## config.mk

```make
export PLATFORM = sky130hd
export DESIGN_NAME = scd_unit
export DESIGN_NICKNAME = d
export VERILOG_FILES = /design/src/verilog/scd_pkg.sv /design/src/verilog/scd_cond_eval.sv /design/src/verilog/scd_unit.sv
export SDC_FILE = /design/constraint.sdc
export NUM_CORES = 1
export LEC_CHECK = 0
export BUFFER_PORTS_ARGS = -buffer_cell sky130_fd_sc_hd__buf_2
export CORE_ASPECT_RATIO = 1.75
export CORE_MARGIN = 4
export CORE_UTILIZATION = 30
export DETAILED_ROUTE_END_ITERATION = 12
export HOLD_SLACK_MARGIN = 0.02
export PLACE_DENSITY_LB_ADDON = 0.08
export SKIP_LAST_GASP = 1
export SLEW_MARGIN = 15
export SYNTH_ARGS = -nofsm -noshare
export SYNTH_HDL_FRONTEND = slang
export SYNTH_SLANG_ARGS = --single-unit
```

## constraint.sdc

```tcl
create_clock -name clock_i -period 10.5 [get_ports clock_i]
set_input_delay 1.575 -clock clock_i [delete_from_list [all_inputs] [get_ports clock_i]]
set_output_delay 1.575 -clock clock_i [all_outputs]
set_load 0.02 [all_outputs]
```

## src/verilog/scd_pkg.sv

```systemverilog
// Constants, register map and field layout of the string compare-decrement unit
`default_nettype none
package scd_pkg;
  // APB byte offsets
  localparam logic [11:0] OFS_CTRL   = 12'h000;
  localparam logic [11:0] OFS_INSTR0 = 12'h004;
  localparam logic [11:0] OFS_INSTR1 = 12'h008;
  localparam logic [11:0] OFS_SRC    = 12'h00C;
  localparam logic [11:0] OFS_DST    = 12'h010;
  localparam logic [11:0] OFS_CNT    = 12'h014;
  localparam logic [11:0] OFS_STAT   = 12'h018;
  localparam logic [11:0] OFS_PC     = 12'h01C;
  localparam logic [11:0] OFS_SPC    = 12'h020;
  localparam logic [11:0] OFS_CYC    = 12'h024;
  // Control bits
  localparam int CTRL_START_BIT = 0;
  localparam int CTRL_SEG_BIT   = 1;
  // Status bits
  localparam int STAT_BUSY_BIT  = 0;
  localparam int STAT_MATCH_BIT = 1;
  localparam int STAT_BORR_BIT  = 2;
  localparam int STAT_EXH_BIT   = 3;
  localparam int STAT_SIGN_BIT  = 4;
  localparam int STAT_ILL_BIT   = 5;
  localparam int STAT_INTR_BIT  = 6;
  // Instruction encoding
  localparam logic [6:0] OP_PREFIX  = 7'h5D;
  localparam logic [3:0] SUB_SINGLE = 4'hA;
  localparam logic [3:0] SUB_REPEAT = 4'hE;
  localparam logic [3:0] W1_TOP     = 4'h0;
  // Reset values
  localparam logic [31:0] RST_WORD  = 32'h0000_0000;
  localparam logic [15:0] RST_HALF  = 16'h0000;
  // Timing
  localparam int          CLK_PERIOD_NS    = 100;
  localparam logic [31:0] SINGLE_CYCLES    = 32'h0000_0019;
  localparam logic [2:0]  INT_EXTRA_CYCLES = 3'h7;
  // Condition selector codes
  localparam logic [3:0] COND_F   = 4'h0;
  localparam logic [3:0] COND_LT  = 4'h1;
  localparam logic [3:0] COND_LE  = 4'h2;
  localparam logic [3:0] COND_ULE = 4'h3;
  localparam logic [3:0] COND_OV  = 4'h4;
  localparam logic [3:0] COND_MI  = 4'h5;
  localparam logic [3:0] COND_EQ  = 4'h6;
  localparam logic [3:0] COND_ULT = 4'h7;
  localparam logic [3:0] COND_T   = 4'h8;
  localparam logic [3:0] COND_GE  = 4'h9;
  localparam logic [3:0] COND_GT  = 4'hA;
  localparam logic [3:0] COND_UGT = 4'hB;
  localparam logic [3:0] COND_NOV = 4'hC;
  localparam logic [3:0] COND_PL  = 4'hD;
  localparam logic [3:0] COND_NE  = 4'hE;
  localparam logic [3:0] COND_UGE = 4'hF;
endpackage
`default_nettype wire

```

## src/verilog/scd_cond_eval.sv

```systemverilog
// Subtract-compare of two string elements and condition selector evaluation
`timescale 1ns/1ps
`default_nettype none
module scd_cond_eval (
  // Operands
  input  wire logic [15:0] dst_i,
  input  wire logic [15:0] src_i,
  input  wire logic        word_i,
  input  wire logic [3:0]  sel_i,
  // Results
  output logic             match_o,
  output logic             borrow_o,
  output logic             sign_o
);
  logic [16:0] diff_w;
  logic [8:0]  diff_b;
  logic        zero;
  logic        ovf;
  logic        dst_neg;
  logic        src_neg;

  assign diff_w   = {1'b0, dst_i} - {1'b0, src_i};
  assign diff_b   = {1'b0, dst_i[7:0]} - {1'b0, src_i[7:0]};
  assign borrow_o = word_i ? diff_w[16] : diff_b[8];
  assign sign_o   = word_i ? diff_w[15] : diff_b[7];
  assign zero     = word_i ? (diff_w[15:0] == 16'h0000) : (diff_b[7:0] == 8'h00);
  assign dst_neg  = word_i ? dst_i[15] : dst_i[7];
  assign src_neg  = word_i ? src_i[15] : src_i[7];
  assign ovf      = (dst_neg != src_neg) && (sign_o != dst_neg);

  always_comb begin
    unique case (sel_i)
      scd_pkg::COND_F:   match_o = 1'b0;
      scd_pkg::COND_LT:  match_o = sign_o ^ ovf;
      scd_pkg::COND_LE:  match_o = zero | (sign_o ^ ovf);
      scd_pkg::COND_ULE: match_o = borrow_o | zero;
      scd_pkg::COND_OV:  match_o = ovf;
      scd_pkg::COND_MI:  match_o = sign_o;
      scd_pkg::COND_EQ:  match_o = zero;
      scd_pkg::COND_ULT: match_o = borrow_o;
      scd_pkg::COND_T:   match_o = 1'b1;
      scd_pkg::COND_GE:  match_o = ~(sign_o ^ ovf);
      scd_pkg::COND_GT:  match_o = ~(zero | (sign_o ^ ovf));
      scd_pkg::COND_UGT: match_o = ~(borrow_o | zero);
      scd_pkg::COND_NOV: match_o = ~ovf;
      scd_pkg::COND_PL:  match_o = ~sign_o;
      scd_pkg::COND_NE:  match_o = ~zero;
      scd_pkg::COND_UGE: match_o = ~borrow_o;
    endcase
  end
endmodule // scd_cond_eval
`default_nettype wire

```

## src/verilog/scd_unit.sv

```systemverilog
// String compare-decrement execution unit with APB register access
`timescale 1ns/1ps
`default_nettype none
module scd_unit (
  // Clock and reset
  input  wire logic        clock_i,
  input  wire logic        sys_rst_i,
  // APB slave
  input  wire logic        psel_i,
  input  wire logic        penable_i,
  input  wire logic        pwrite_i,
  input  wire logic [11:0] paddr_i,
  input  wire logic [31:0] pwdata_i,
  output logic [31:0]      prdata_o,
  output logic             pready_o,
  output logic             pslverr_o,
  // Memory read port
  output logic             mem_rd_o,
  output logic [31:0]      mem_addr_o,
  output logic             mem_byte_o,
  input  wire logic        mem_ack_i,
  input  wire logic [15:0] mem_rdata_i,
  // Interrupt handshake and status
  input  wire logic        irq_i,
  output logic             irq_ack_o,
  output logic             busy_o
);
  typedef enum logic [2:0] {
    ST_IDLE, ST_RD_SRC, ST_RD_DST, ST_UPDATE, ST_PAD, ST_INTR
  } scd_state_type;

  // pointer step by element size, offset part only
  function automatic logic [31:0] ptr_step(input logic [31:0] ptr, input logic word);
    logic [15:0] ofs;
    ofs = ptr[15:0] - (word ? 16'h0002 : 16'h0001);
    return {ptr[31:16], ofs};
  endfunction

  // unsegmented pointers use the low word only
  function automatic logic [31:0] ptr_addr(input logic [31:0] ptr, input logic seg);
    return seg ? ptr : {16'h0000, ptr[15:0]};
  endfunction

  scd_state_type state_r;
  scd_state_type state_nxt;
  logic [31:0] instr0_r;
  logic [31:0] instr1_r;
  logic [31:0] src_ptr_r;
  logic [31:0] dst_ptr_r;
  logic [15:0] cnt_r;
  logic [31:0] pc_r;
  logic [31:0] saved_pc_r;
  logic [31:0] cyc_r;
  logic [31:0] prdata_r;
  logic [15:0] src_data_r;
  logic [15:0] dst_data_r;
  logic [2:0]  int_cnt_r;
  logic        seg_r;
  logic        match_r;
  logic        borrow_r;
  logic        exh_r;
  logic        sign_r;
  logic        ill_r;
  logic        intr_r;
  logic        irq_meta_r;
  logic        irq_sync_r;
  logic        irq_ack_r;

  ////////////////////////////////////////////////////////////////////////////
  // APB decode
  wire         setup_ph  = psel_i & ~penable_i;
  wire         access_ph = psel_i & penable_i;
  wire         hit_ctrl  = paddr_i == scd_pkg::OFS_CTRL;
  wire         hit_i0    = paddr_i == scd_pkg::OFS_INSTR0;
  wire         hit_i1    = paddr_i == scd_pkg::OFS_INSTR1;
  wire         hit_src   = paddr_i == scd_pkg::OFS_SRC;
  wire         hit_dst   = paddr_i == scd_pkg::OFS_DST;
  wire         hit_cnt   = paddr_i == scd_pkg::OFS_CNT;
  wire         hit_stat  = paddr_i == scd_pkg::OFS_STAT;
  wire         hit_pc    = paddr_i == scd_pkg::OFS_PC;
  wire         hit_spc   = paddr_i == scd_pkg::OFS_SPC;
  wire         hit_cyc   = paddr_i == scd_pkg::OFS_CYC;
  wire         mapped    = hit_ctrl | hit_i0 | hit_i1 | hit_src | hit_dst | hit_cnt
                         | hit_stat | hit_pc | hit_spc | hit_cyc;
  wire         wr_en     = access_ph & pwrite_i & mapped;
  wire         idle      = state_r == ST_IDLE;
  // Operand writes during execution would tear the running string walk
  wire         wr_idle   = wr_en & idle;
  wire [31:0]  stat_word = {25'h0, intr_r, ill_r, sign_r, exh_r, borrow_r, match_r,
                            ~idle};
  wire [31:0]  rd_mux    = hit_ctrl ? {30'h0, seg_r, 1'b0} :
                           hit_i0   ? instr0_r :
                           hit_i1   ? instr1_r :
                           hit_src  ? src_ptr_r :
                           hit_dst  ? dst_ptr_r :
                           hit_cnt  ? {16'h0000, cnt_r} :
                           hit_stat ? stat_word :
                           hit_pc   ? pc_r :
                           hit_spc  ? saved_pc_r :
                           hit_cyc  ? cyc_r : 32'h0000_0000;

  assign pready_o  = 1'b1;
  assign pslverr_o = access_ph & ~mapped;
  assign prdata_o  = prdata_r;

  // Read data sampled in setup so the access phase sees a flop
  always_ff @(posedge clock_i or posedge sys_rst_i) begin
    if (sys_rst_i) begin
      prdata_r <= scd_pkg::RST_WORD;
    end else if (setup_ph & ~pwrite_i) begin
      prdata_r <= rd_mux;
    end
  end

  ////////////////////////////////////////////////////////////////////////////
  // Instruction decode
  // two-word opcode check
  wire         op_ok   = instr0_r[15:9] == scd_pkg::OP_PREFIX && instr0_r[7:4] != 4'h0
                       && instr1_r[15:12] == scd_pkg::W1_TOP && instr1_r[7:4] != 4'h0
                       && (instr0_r[3:0] == scd_pkg::SUB_SINGLE
                           || instr0_r[3:0] == scd_pkg::SUB_REPEAT);
  wire         is_word = instr0_r[8];
  wire         is_rep  = instr0_r[3:0] == scd_pkg::SUB_REPEAT;
  wire [3:0]   cond_sel  = instr1_r[3:0];
  wire         start_wr  = wr_idle & hit_ctrl & pwdata_i[scd_pkg::CTRL_START_BIT];
  wire         start_ok  = start_wr & op_ok;
  // zero counter wraps to 16'hFFFF, giving 65536 passes
  wire [15:0]  cnt_dec = cnt_r - 16'h0001;
  wire         cnt_zero = cnt_dec == 16'h0000;
  wire         cmp_match;
  wire         cmp_borrow;
  wire         cmp_sign;
  wire         int_done = int_cnt_r == scd_pkg::INT_EXTRA_CYCLES - 3'h1;

  scd_cond_eval u_cond (
    .dst_i    (dst_data_r),
    .src_i    (src_data_r),
    .word_i   (is_word),
    .sel_i    (cond_sel),
    .match_o  (cmp_match),
    .borrow_o (cmp_borrow),
    .sign_o   (cmp_sign)
  );

  ////////////////////////////////////////////////////////////////////////////
  // Sequencer
  always_comb begin
    state_nxt = state_r;
    unique case (state_r)
      ST_IDLE:   state_nxt = start_ok ? ST_RD_SRC : ST_IDLE;
      ST_RD_SRC: state_nxt = mem_ack_i ? ST_RD_DST : ST_RD_SRC;
      ST_RD_DST: state_nxt = mem_ack_i ? ST_UPDATE : ST_RD_DST;
      ST_UPDATE: begin
        if (!is_rep) begin
          state_nxt = ST_PAD;
        end else if (cmp_match || cnt_zero) begin
          state_nxt = ST_IDLE;
        end else if (irq_sync_r) begin
          state_nxt = ST_INTR;
        end else begin
          state_nxt = ST_RD_SRC;
        end
      end
      // single step holds for the full cycle count
      ST_PAD:    state_nxt = (cyc_r >= scd_pkg::SINGLE_CYCLES - 32'h0000_0001) ? ST_IDLE : ST_PAD;
      ST_INTR:   state_nxt = int_done ? ST_IDLE : ST_INTR;
    endcase
  end

  always_ff @(posedge clock_i or posedge sys_rst_i) begin
    if (sys_rst_i) begin
      state_r <= ST_IDLE;
    end else begin
      state_r <= state_nxt;
    end
  end

  assign mem_rd_o   = (state_r == ST_RD_SRC) || (state_r == ST_RD_DST);
  assign mem_addr_o = (state_r == ST_RD_DST) ? ptr_addr(dst_ptr_r, seg_r)
                                             : ptr_addr(src_ptr_r, seg_r);
  assign mem_byte_o = ~is_word;
  assign busy_o     = ~idle;
  assign irq_ack_o  = irq_ack_r;

  // Interrupt pin synchroniser
  always_ff @(posedge clock_i or posedge sys_rst_i) begin
    if (sys_rst_i) begin
      irq_meta_r <= 1'b0;
      irq_sync_r <= 1'b0;
    end else begin
      irq_meta_r <= irq_i;
      irq_sync_r <= irq_meta_r;
    end
  end

  always_ff @(posedge clock_i or posedge sys_rst_i) begin
    if (sys_rst_i) begin
      src_data_r <= scd_pkg::RST_HALF;
      dst_data_r <= scd_pkg::RST_HALF;
      int_cnt_r  <= 3'h0;
      irq_ack_r  <= 1'b0;
      cyc_r      <= scd_pkg::RST_WORD;
    end else begin
      if (state_r == ST_RD_SRC && mem_ack_i) begin
        src_data_r <= is_word ? mem_rdata_i : {8'h00, mem_rdata_i[7:0]};
      end
      if (state_r == ST_RD_DST && mem_ack_i) begin
        dst_data_r <= is_word ? mem_rdata_i : {8'h00, mem_rdata_i[7:0]};
      end
      int_cnt_r <= (state_r == ST_INTR) ? int_cnt_r + 3'h1 : 3'h0;
      irq_ack_r <= (state_r == ST_INTR) && int_done;
      cyc_r     <= start_ok ? scd_pkg::RST_WORD : (idle ? cyc_r : cyc_r + 32'h0000_0001);
    end
  end

  ////////////////////////////////////////////////////////////////////////////
  // Architectural registers
  always_ff @(posedge clock_i or posedge sys_rst_i) begin
    if (sys_rst_i) begin
      instr0_r   <= scd_pkg::RST_WORD;
      instr1_r   <= scd_pkg::RST_WORD;
      pc_r       <= scd_pkg::RST_WORD;
      saved_pc_r <= scd_pkg::RST_WORD;
      seg_r      <= 1'b0;
    end else begin
      if (wr_idle & hit_i0) instr0_r <= {16'h0000, pwdata_i[15:0]};
      if (wr_idle & hit_i1) instr1_r <= {16'h0000, pwdata_i[15:0]};
      if (wr_idle & hit_pc) pc_r <= pwdata_i;
      if (wr_idle & hit_ctrl) seg_r <= pwdata_i[scd_pkg::CTRL_SEG_BIT];
      if (state_r == ST_INTR && int_done) saved_pc_r <= pc_r;
    end
  end

  always_ff @(posedge clock_i or posedge sys_rst_i) begin
    if (sys_rst_i) begin
      src_ptr_r <= scd_pkg::RST_WORD;
      dst_ptr_r <= scd_pkg::RST_WORD;
      cnt_r     <= scd_pkg::RST_HALF;
    end else if (state_r == ST_UPDATE) begin
      src_ptr_r <= ptr_step(src_ptr_r, is_word);
      dst_ptr_r <= ptr_step(dst_ptr_r, is_word);
      cnt_r     <= cnt_dec;
    end else begin
      if (wr_idle & hit_src) src_ptr_r <= pwdata_i;
      if (wr_idle & hit_dst) dst_ptr_r <= pwdata_i;
      if (wr_idle & hit_cnt) cnt_r <= pwdata_i[15:0];
    end
  end

  // Sticky error flags: write one to clear, a new event wins
  wire ill_clr  = wr_en & hit_stat & pwdata_i[scd_pkg::STAT_ILL_BIT];
  wire intr_clr = wr_en & hit_stat & pwdata_i[scd_pkg::STAT_INTR_BIT];

  always_ff @(posedge clock_i or posedge sys_rst_i) begin
    if (sys_rst_i) begin
      match_r  <= 1'b0;
      borrow_r <= 1'b0;
      exh_r    <= 1'b0;
      sign_r   <= 1'b0;
      ill_r    <= 1'b0;
      intr_r   <= 1'b0;
    end else begin
      // flags follow the last compare performed
      if (state_r == ST_UPDATE) begin
        match_r  <= cmp_match;
        borrow_r <= cmp_borrow;
        sign_r   <= cmp_sign;
        exh_r    <= cnt_zero;
      end
      ill_r  <= (start_wr & ~op_ok) | (ill_r & ~ill_clr);
      intr_r <= ((state_r == ST_INTR) & int_done) | (intr_r & ~intr_clr);
    end
  end
endmodule // scd_unit
`default_nettype wire
```

Yosys cells after proc, flatten, opt, wreduce, memory -nomap -nowiden
Index checks and enable logic that the tools add are counted.

Register bits after elaboration: 288. Logic and storage cells: 186.

$add $sub $neg: 7. $lt $le $gt $ge: 1. Equal/unequal tests: 36. Muxes and demuxes: 39. Bitwise operators: 53. Reduce and logical (&&, ||, !) cells: 25.

Operator list (count): 2-to-1 mux 32 bit (15); 2-to-1 mux 16 bit (7); == test 12 x 5 -> 1 bit (second input constant) (4); == test 4 bit (second input constant) (10); adder 32 x 1 -> 32 bit (second input constant) (1); >= comparator 32 x 5 -> 1 bit (second input constant) (1); zero test 16 bit (2); == test 12 x 4 -> 1 bit (second input constant) (2); == test 12 x 6 -> 1 bit (second input constant) (2); bitwise AND 1 bit (23); 2-to-1 mux 3 bit (6); one-hot mux 3 bit (6 select lines) (1); subtractor 16 x 16 -> 17 bit (1); == test 4 x 3 -> 1 bit (second input constant) (4); inverter 1 bit (16); one-hot mux 1 bit (16 select lines) (1); subtractor 16 x 1 -> 16 bit (second input constant) (1); subtractor 16 bit (1); subtractor 16 x 2 -> 16 bit (1); OR 1 bit (13); == test 12 x 3 -> 1 bit (second input constant) (1); zero test 12 bit (1); == test 3 bit (second input constant) (3); subtractor 8 x 8 -> 9 bit (1); 19 further kinds (43).

Depth between registers and ports, before layout
Depth after elaboration: 17. Gate-level depth with buffers: 14.

By module
A second synthesis with hierarchy kept.

Cell total of the unflattened synthesis: 1869. Area, all modules: 16879.9 µm².

By module, submodules not included: scd_unit (instances 1, cells an instance 1608, area an instance 15124.5 µm², sequential area each 7206.9 µm²); scd_cond_eval (instances 1, cells an instance 261, area an instance 1755.4 µm², sequential area each 0.0 µm²).

Worst setup path after synthesis
Ideal clock, no wire load.

Path type: input port to output port. Start point: in paddr_i[9]. End point: out pslverr_o. Arrival time: 2.425 ns. Data required time: 8.925 ns. Setup slack: 6.500 ns. Cell stages on the path: 4. Path through: nor4_1 -> nand2_1 -> a21oi_1 -> nor2_1.

Longest elaborated chain between the ends: 12. Elaborated cells between the ends (all ways): 21.

Ends and longest elaborated chain: start, declared (line scd_unit.sv:12) `input wire logic [11:0] paddr_i,`; == test 12 x 3 -> 1 bit or zero test 12 bit (tied branches) (line scd_unit.sv:74, scd_unit.sv:73); OR 1 bit (5 in a row) (line scd_unit.sv:83) `wire mapped = hit_ctrl | hit_i0 | hit_i1 | hit_src | hit_dst | hit_cnt`; OR 1 bit (3 in a row) (line scd_unit.sv:84) `| hit_stat | hit_pc | hit_spc | hit_cyc;`; OR 1 bit (*) (line scd_unit.sv:84); inverter 1 bit (*) (line scd_unit.sv:103) `assign pslverr_o = access_ph & ~mapped;`; bitwise AND 1 bit (*) (line scd_unit.sv:103); end, declared (line scd_unit.sv:16) `output logic pslverr_o,`.

Mark *: on every way between the ends. The rest lies on a longest branch, timed or not.

Worst setup path in the final report
Start point: reg state_r[2]. End point: out mem_addr_o[31].

Longest elaborated chain between the ends: 2.

Ends and longest elaborated chain: start, declared (line scd_unit.sv:44) `scd_state_type state_r;`; start signal, assigned (line scd_unit.sv:174) `state_r <= state_nxt;`; == test 3 x 2 -> 1 bit (line scd_unit.sv:179) `assign mem_addr_o = (state_r == ST_RD_DST) ? ptr_addr(dst_ptr_r, seg_r)`; 2-to-1 mux 32 bit (line scd_unit.sv:179); end, declared (line scd_unit.sv:19) `output logic [31:0] mem_addr_o,`.

No other way between the ends.

==> flow_summary.yaml <==
layout:
  area_growth_pct: 16.3
  drive_gt1_frac: 0.205
  num-nets-final: 1913
  fin_area_um2: 18200
  fill_cells: 5404
worst_setup_path:
  crit_path_start_kind: "flop"
  worstPathArrival_ns: 3.30
  ff2ff_path_depth: 13
  end_kind: "output pin"
  worst_ep_required_time_ns: 8.93
  path_max_fanout: 16
  crit_type: "reg -> out"
yosys:
  synth-edff-count: 0
  synth-seq-area-share: 0.460
  synth-simple-area-share: 0.199
  synth_area_um2: 15700
  synth_nets: 1810
  yosys.area.top_type_share: 0.460
  synth.area.top_cells: "dfrtp_1 46%, mux2_2 8.4%, nand2_1 8.1%, nor2_1 3.8%, o21ai_0 2.9%"
  yosys.area.top_type: "dfrtp_1"
  synthCells: 1714
  synth_xor_area_frac: 0.0240
  yosysUniqueCellTypes: 76
  synthAdderAreaFrac: 0.0246
  yosysWarnings: 0
  synth_top_family_by_area: "simple AND/OR/NAND/NOR gates"
  synth_compound_area_frac: 0.170
  syn_area_per_cell_um2: 9.14
  postSynth.asyncResetShare: 1.00
  ys_ff_latch: 288
  muxShareOfSynthArea: 0.0866
  yosys_most_used_dff: "dfrtp_1"
drt:
  antenna_left: 0
  vias_per_cell: 5.41
  vias: 13599
  post_drt_wl_per_cell_um: 23.7
  first_iter_violations: 892
  drt-pass1-iter-count: 6
  drc: 0
  wirelength_um: 59600
power:
  power_mw: 3.71
  p_comb_frac: 0.293
  power_density_nw_per_um2: 203
  seqPwrFrac: 0.377
  netSwitchingPower_mw: 1.35
  internal_power_mw: 2.36
  vdd_ir_drop_max_uv: 157
  p_clk_frac: 0.331
  power.leakage_nw: 8.16
  p_sw_frac: 0.364
clocking:
  cts_setup_buffers: 0
  h-tree-depth: 2
  clockBufferDepth: 3
  clock_latency_ns: 0.54
  cts_sinks: 288
  clk_pin_slew_ns: 0.06
  cts_made_buffers: 34
  cts_root_buffer: "clkbuf_16"
  cts_tree: "done"
  cts_hold_buf: 0
  cts-resized-gates: 0
timing:
  drv_slew: 0
  worstMarginPinSlew_ns: 1.08
  period_minus_slack_ns: 4.88
  setup_tns_ns: 0
  hold_violations: 0
  fin_crit_sh: 0.465
  worst_hold_slack_ns: 0.367
  setup_viol: 0
  max_freq_ghz: 0.205
  max_slew_margin: 0.280
  skew_ns: 0.0232
  rsz0062_at_grt: "no"
die:
  core_area_um2: 51600
  fp-row-count: 110
  die_h_um: 310
  die-width_um: 181
  dieArea_um2: 56100
  initial_utilization: 0.304
  io_pins: 137
status:
  run_status: "finished, final reports clean"
placement:
  gp_congestion: 0.896
  portBuffers: 135
  placed_area_um2: 17100
  dp_hpwl_um: 42500
grt:
  grt-ovfl-total: 0
  grt_pass1_vias: 13785
  antenna_found_initial: 0
  track_usage: 0.208
  grt_pass1_wl_um: 89800
  grt_max_degree: 105
job:
  maxCapViolCount: 0
worst_hold_path:
  hold_class: "reg -> reg"
  min_path_cells: 0
## cells in the final DEF (no fill, tap or decap), types with 25 or more instances in the layout
cell / count
a21oi_1: 87
a221oi_1: 25
a22o_1: 26
buf_2: 135
buf_4: 28
clkbuf_16: 35
dfrtp_1: 288
ha_1: 26
inv_1: 43
mux2_2: 117
nand2_1: 338
nand3_1: 43
nor2_1: 154
o21ai_0: 90
xor2_1: 27
## routing by layer
layer,vias up,GRT usage,part of all wire
met5,-,0,0
met4,0,0.0920,0.046
met3,116,0.0229,0.040
met2,400,0.394,0.54
met1,6759,0.236,0.38
li1,6324,-,-
## synthesized netlist by cell type, drive strengths merged (4+ instances only)
cell type and n:
a21boi 17, a21o 9, a21oi 87, a221oi 26, a222oi 5, a22o 26, a22oi 22, a31oi 15
a32oi 6, and2 7, and3 10, and4 5, buf 9, clkbuf 87, dfrtp 288, ha 26
inv 44, mux2 117, mux2i 4, nand2 338, nand2b 11, nand3 44, nand4 22, nor2 159
nor2b 8, nor3 26, nor3b 5, nor4 21, o2111ai 4, o211a 4, o211ai 15, o21a 4
o21ai 91, o221a 10, o221ai 6, o22ai 14, o311ai 4, or2 5, or3 20, or4 7
xnor2 16, xor2 27
## stage by stage
| step | utilization | std cells | worst slack [ns] |
|---|---|---|---|
| after global placement | 0.331 | 2453 | 5.62 |
| after CTS | 0.353 | 2512 | 5.57 |
| final | 0.353 | 2513 | 5.62 |
| after detailed placement | 0.331 | 2453 | 5.39 |
| after floorplan | - | 1714 | 0.976 |
| after global routing | 0.353 | 2512 | 5.47 |
## cells by family (layout without fill, tap and decap cells)
kind of cell | count (synthesis) | in the layout
fa+ha+maj | 29 | 29
other cells | 1 | 2
compound gates | 393 | 393
buf+inv | 141 | 267
simple gates | 698 | 698
xor+xnor | 43 | 43
mux | 121 | 121
flops | 288 | 288
## cell type report
class	count	area [um2]	share of cell area
repair buffers	163	886	0.0486
clock buffers	48	1010	0.0556
well taps	672	841	0.0461
diodes	1	2.50	0.000137
inverters	45	176	0.00967
flip-flops and latches	288	7210	0.395
multi-input cells	1285	7980	0.437
clock inverters	11	133	0.00727
## power by group through the flow
stage,sequential [mW],combinational [mW],clock [mW]
3_5_place_dp,1.42,1.10,0
6_report,1.40,1.09,1.23
2_1_floorplan,1.33,0.794,0
5_1_grt,1.41,1.22,1.31
4_1_cts,1.40,1.10,1.27
3_3_place_gp,1.42,1.09,0
## critical path: stages, from the launching register on
cell	delay (ns)
dfrtp_1	0.48
nand2b_1	0.32
nand2b_1	0.80
buf_4	0.40
nand2_1	0.08
a21boi_0	0.41
buf_2	0.26
## worst paths after layout
kind                                  endpoint     startpoint  slack [ns]
worst min register to register      irq_sync_r     irq_meta_r        0.37
min in group asynchronous         prdata_o[12]      sys_rst_i        1.14
max in group asynchronous        src_data_r[1]      sys_rst_i        7.87
worst min-delay path                irq_sync_r     irq_meta_r        0.37
worst max-delay path            mem_addr_o[31]     state_r[2]        5.62
worst max register to register      state_r[2]  src_data_r[6]        6.44
## state kept, by name, summed over array words and instances, names as in the netlist, 3 cells and up
name        flops
cyc_r          32
dst_ptr_r      32
pc_r           32
prdata_o       32
saved_pc_r     32
src_ptr_r      32
cnt_r          16
dst_data_r     16
instr0_r       16
instr1_r       16
src_data_r     16
int_cnt_r       3
state_r         3
No activity file was read; power rests on OpenSTA's default activity.
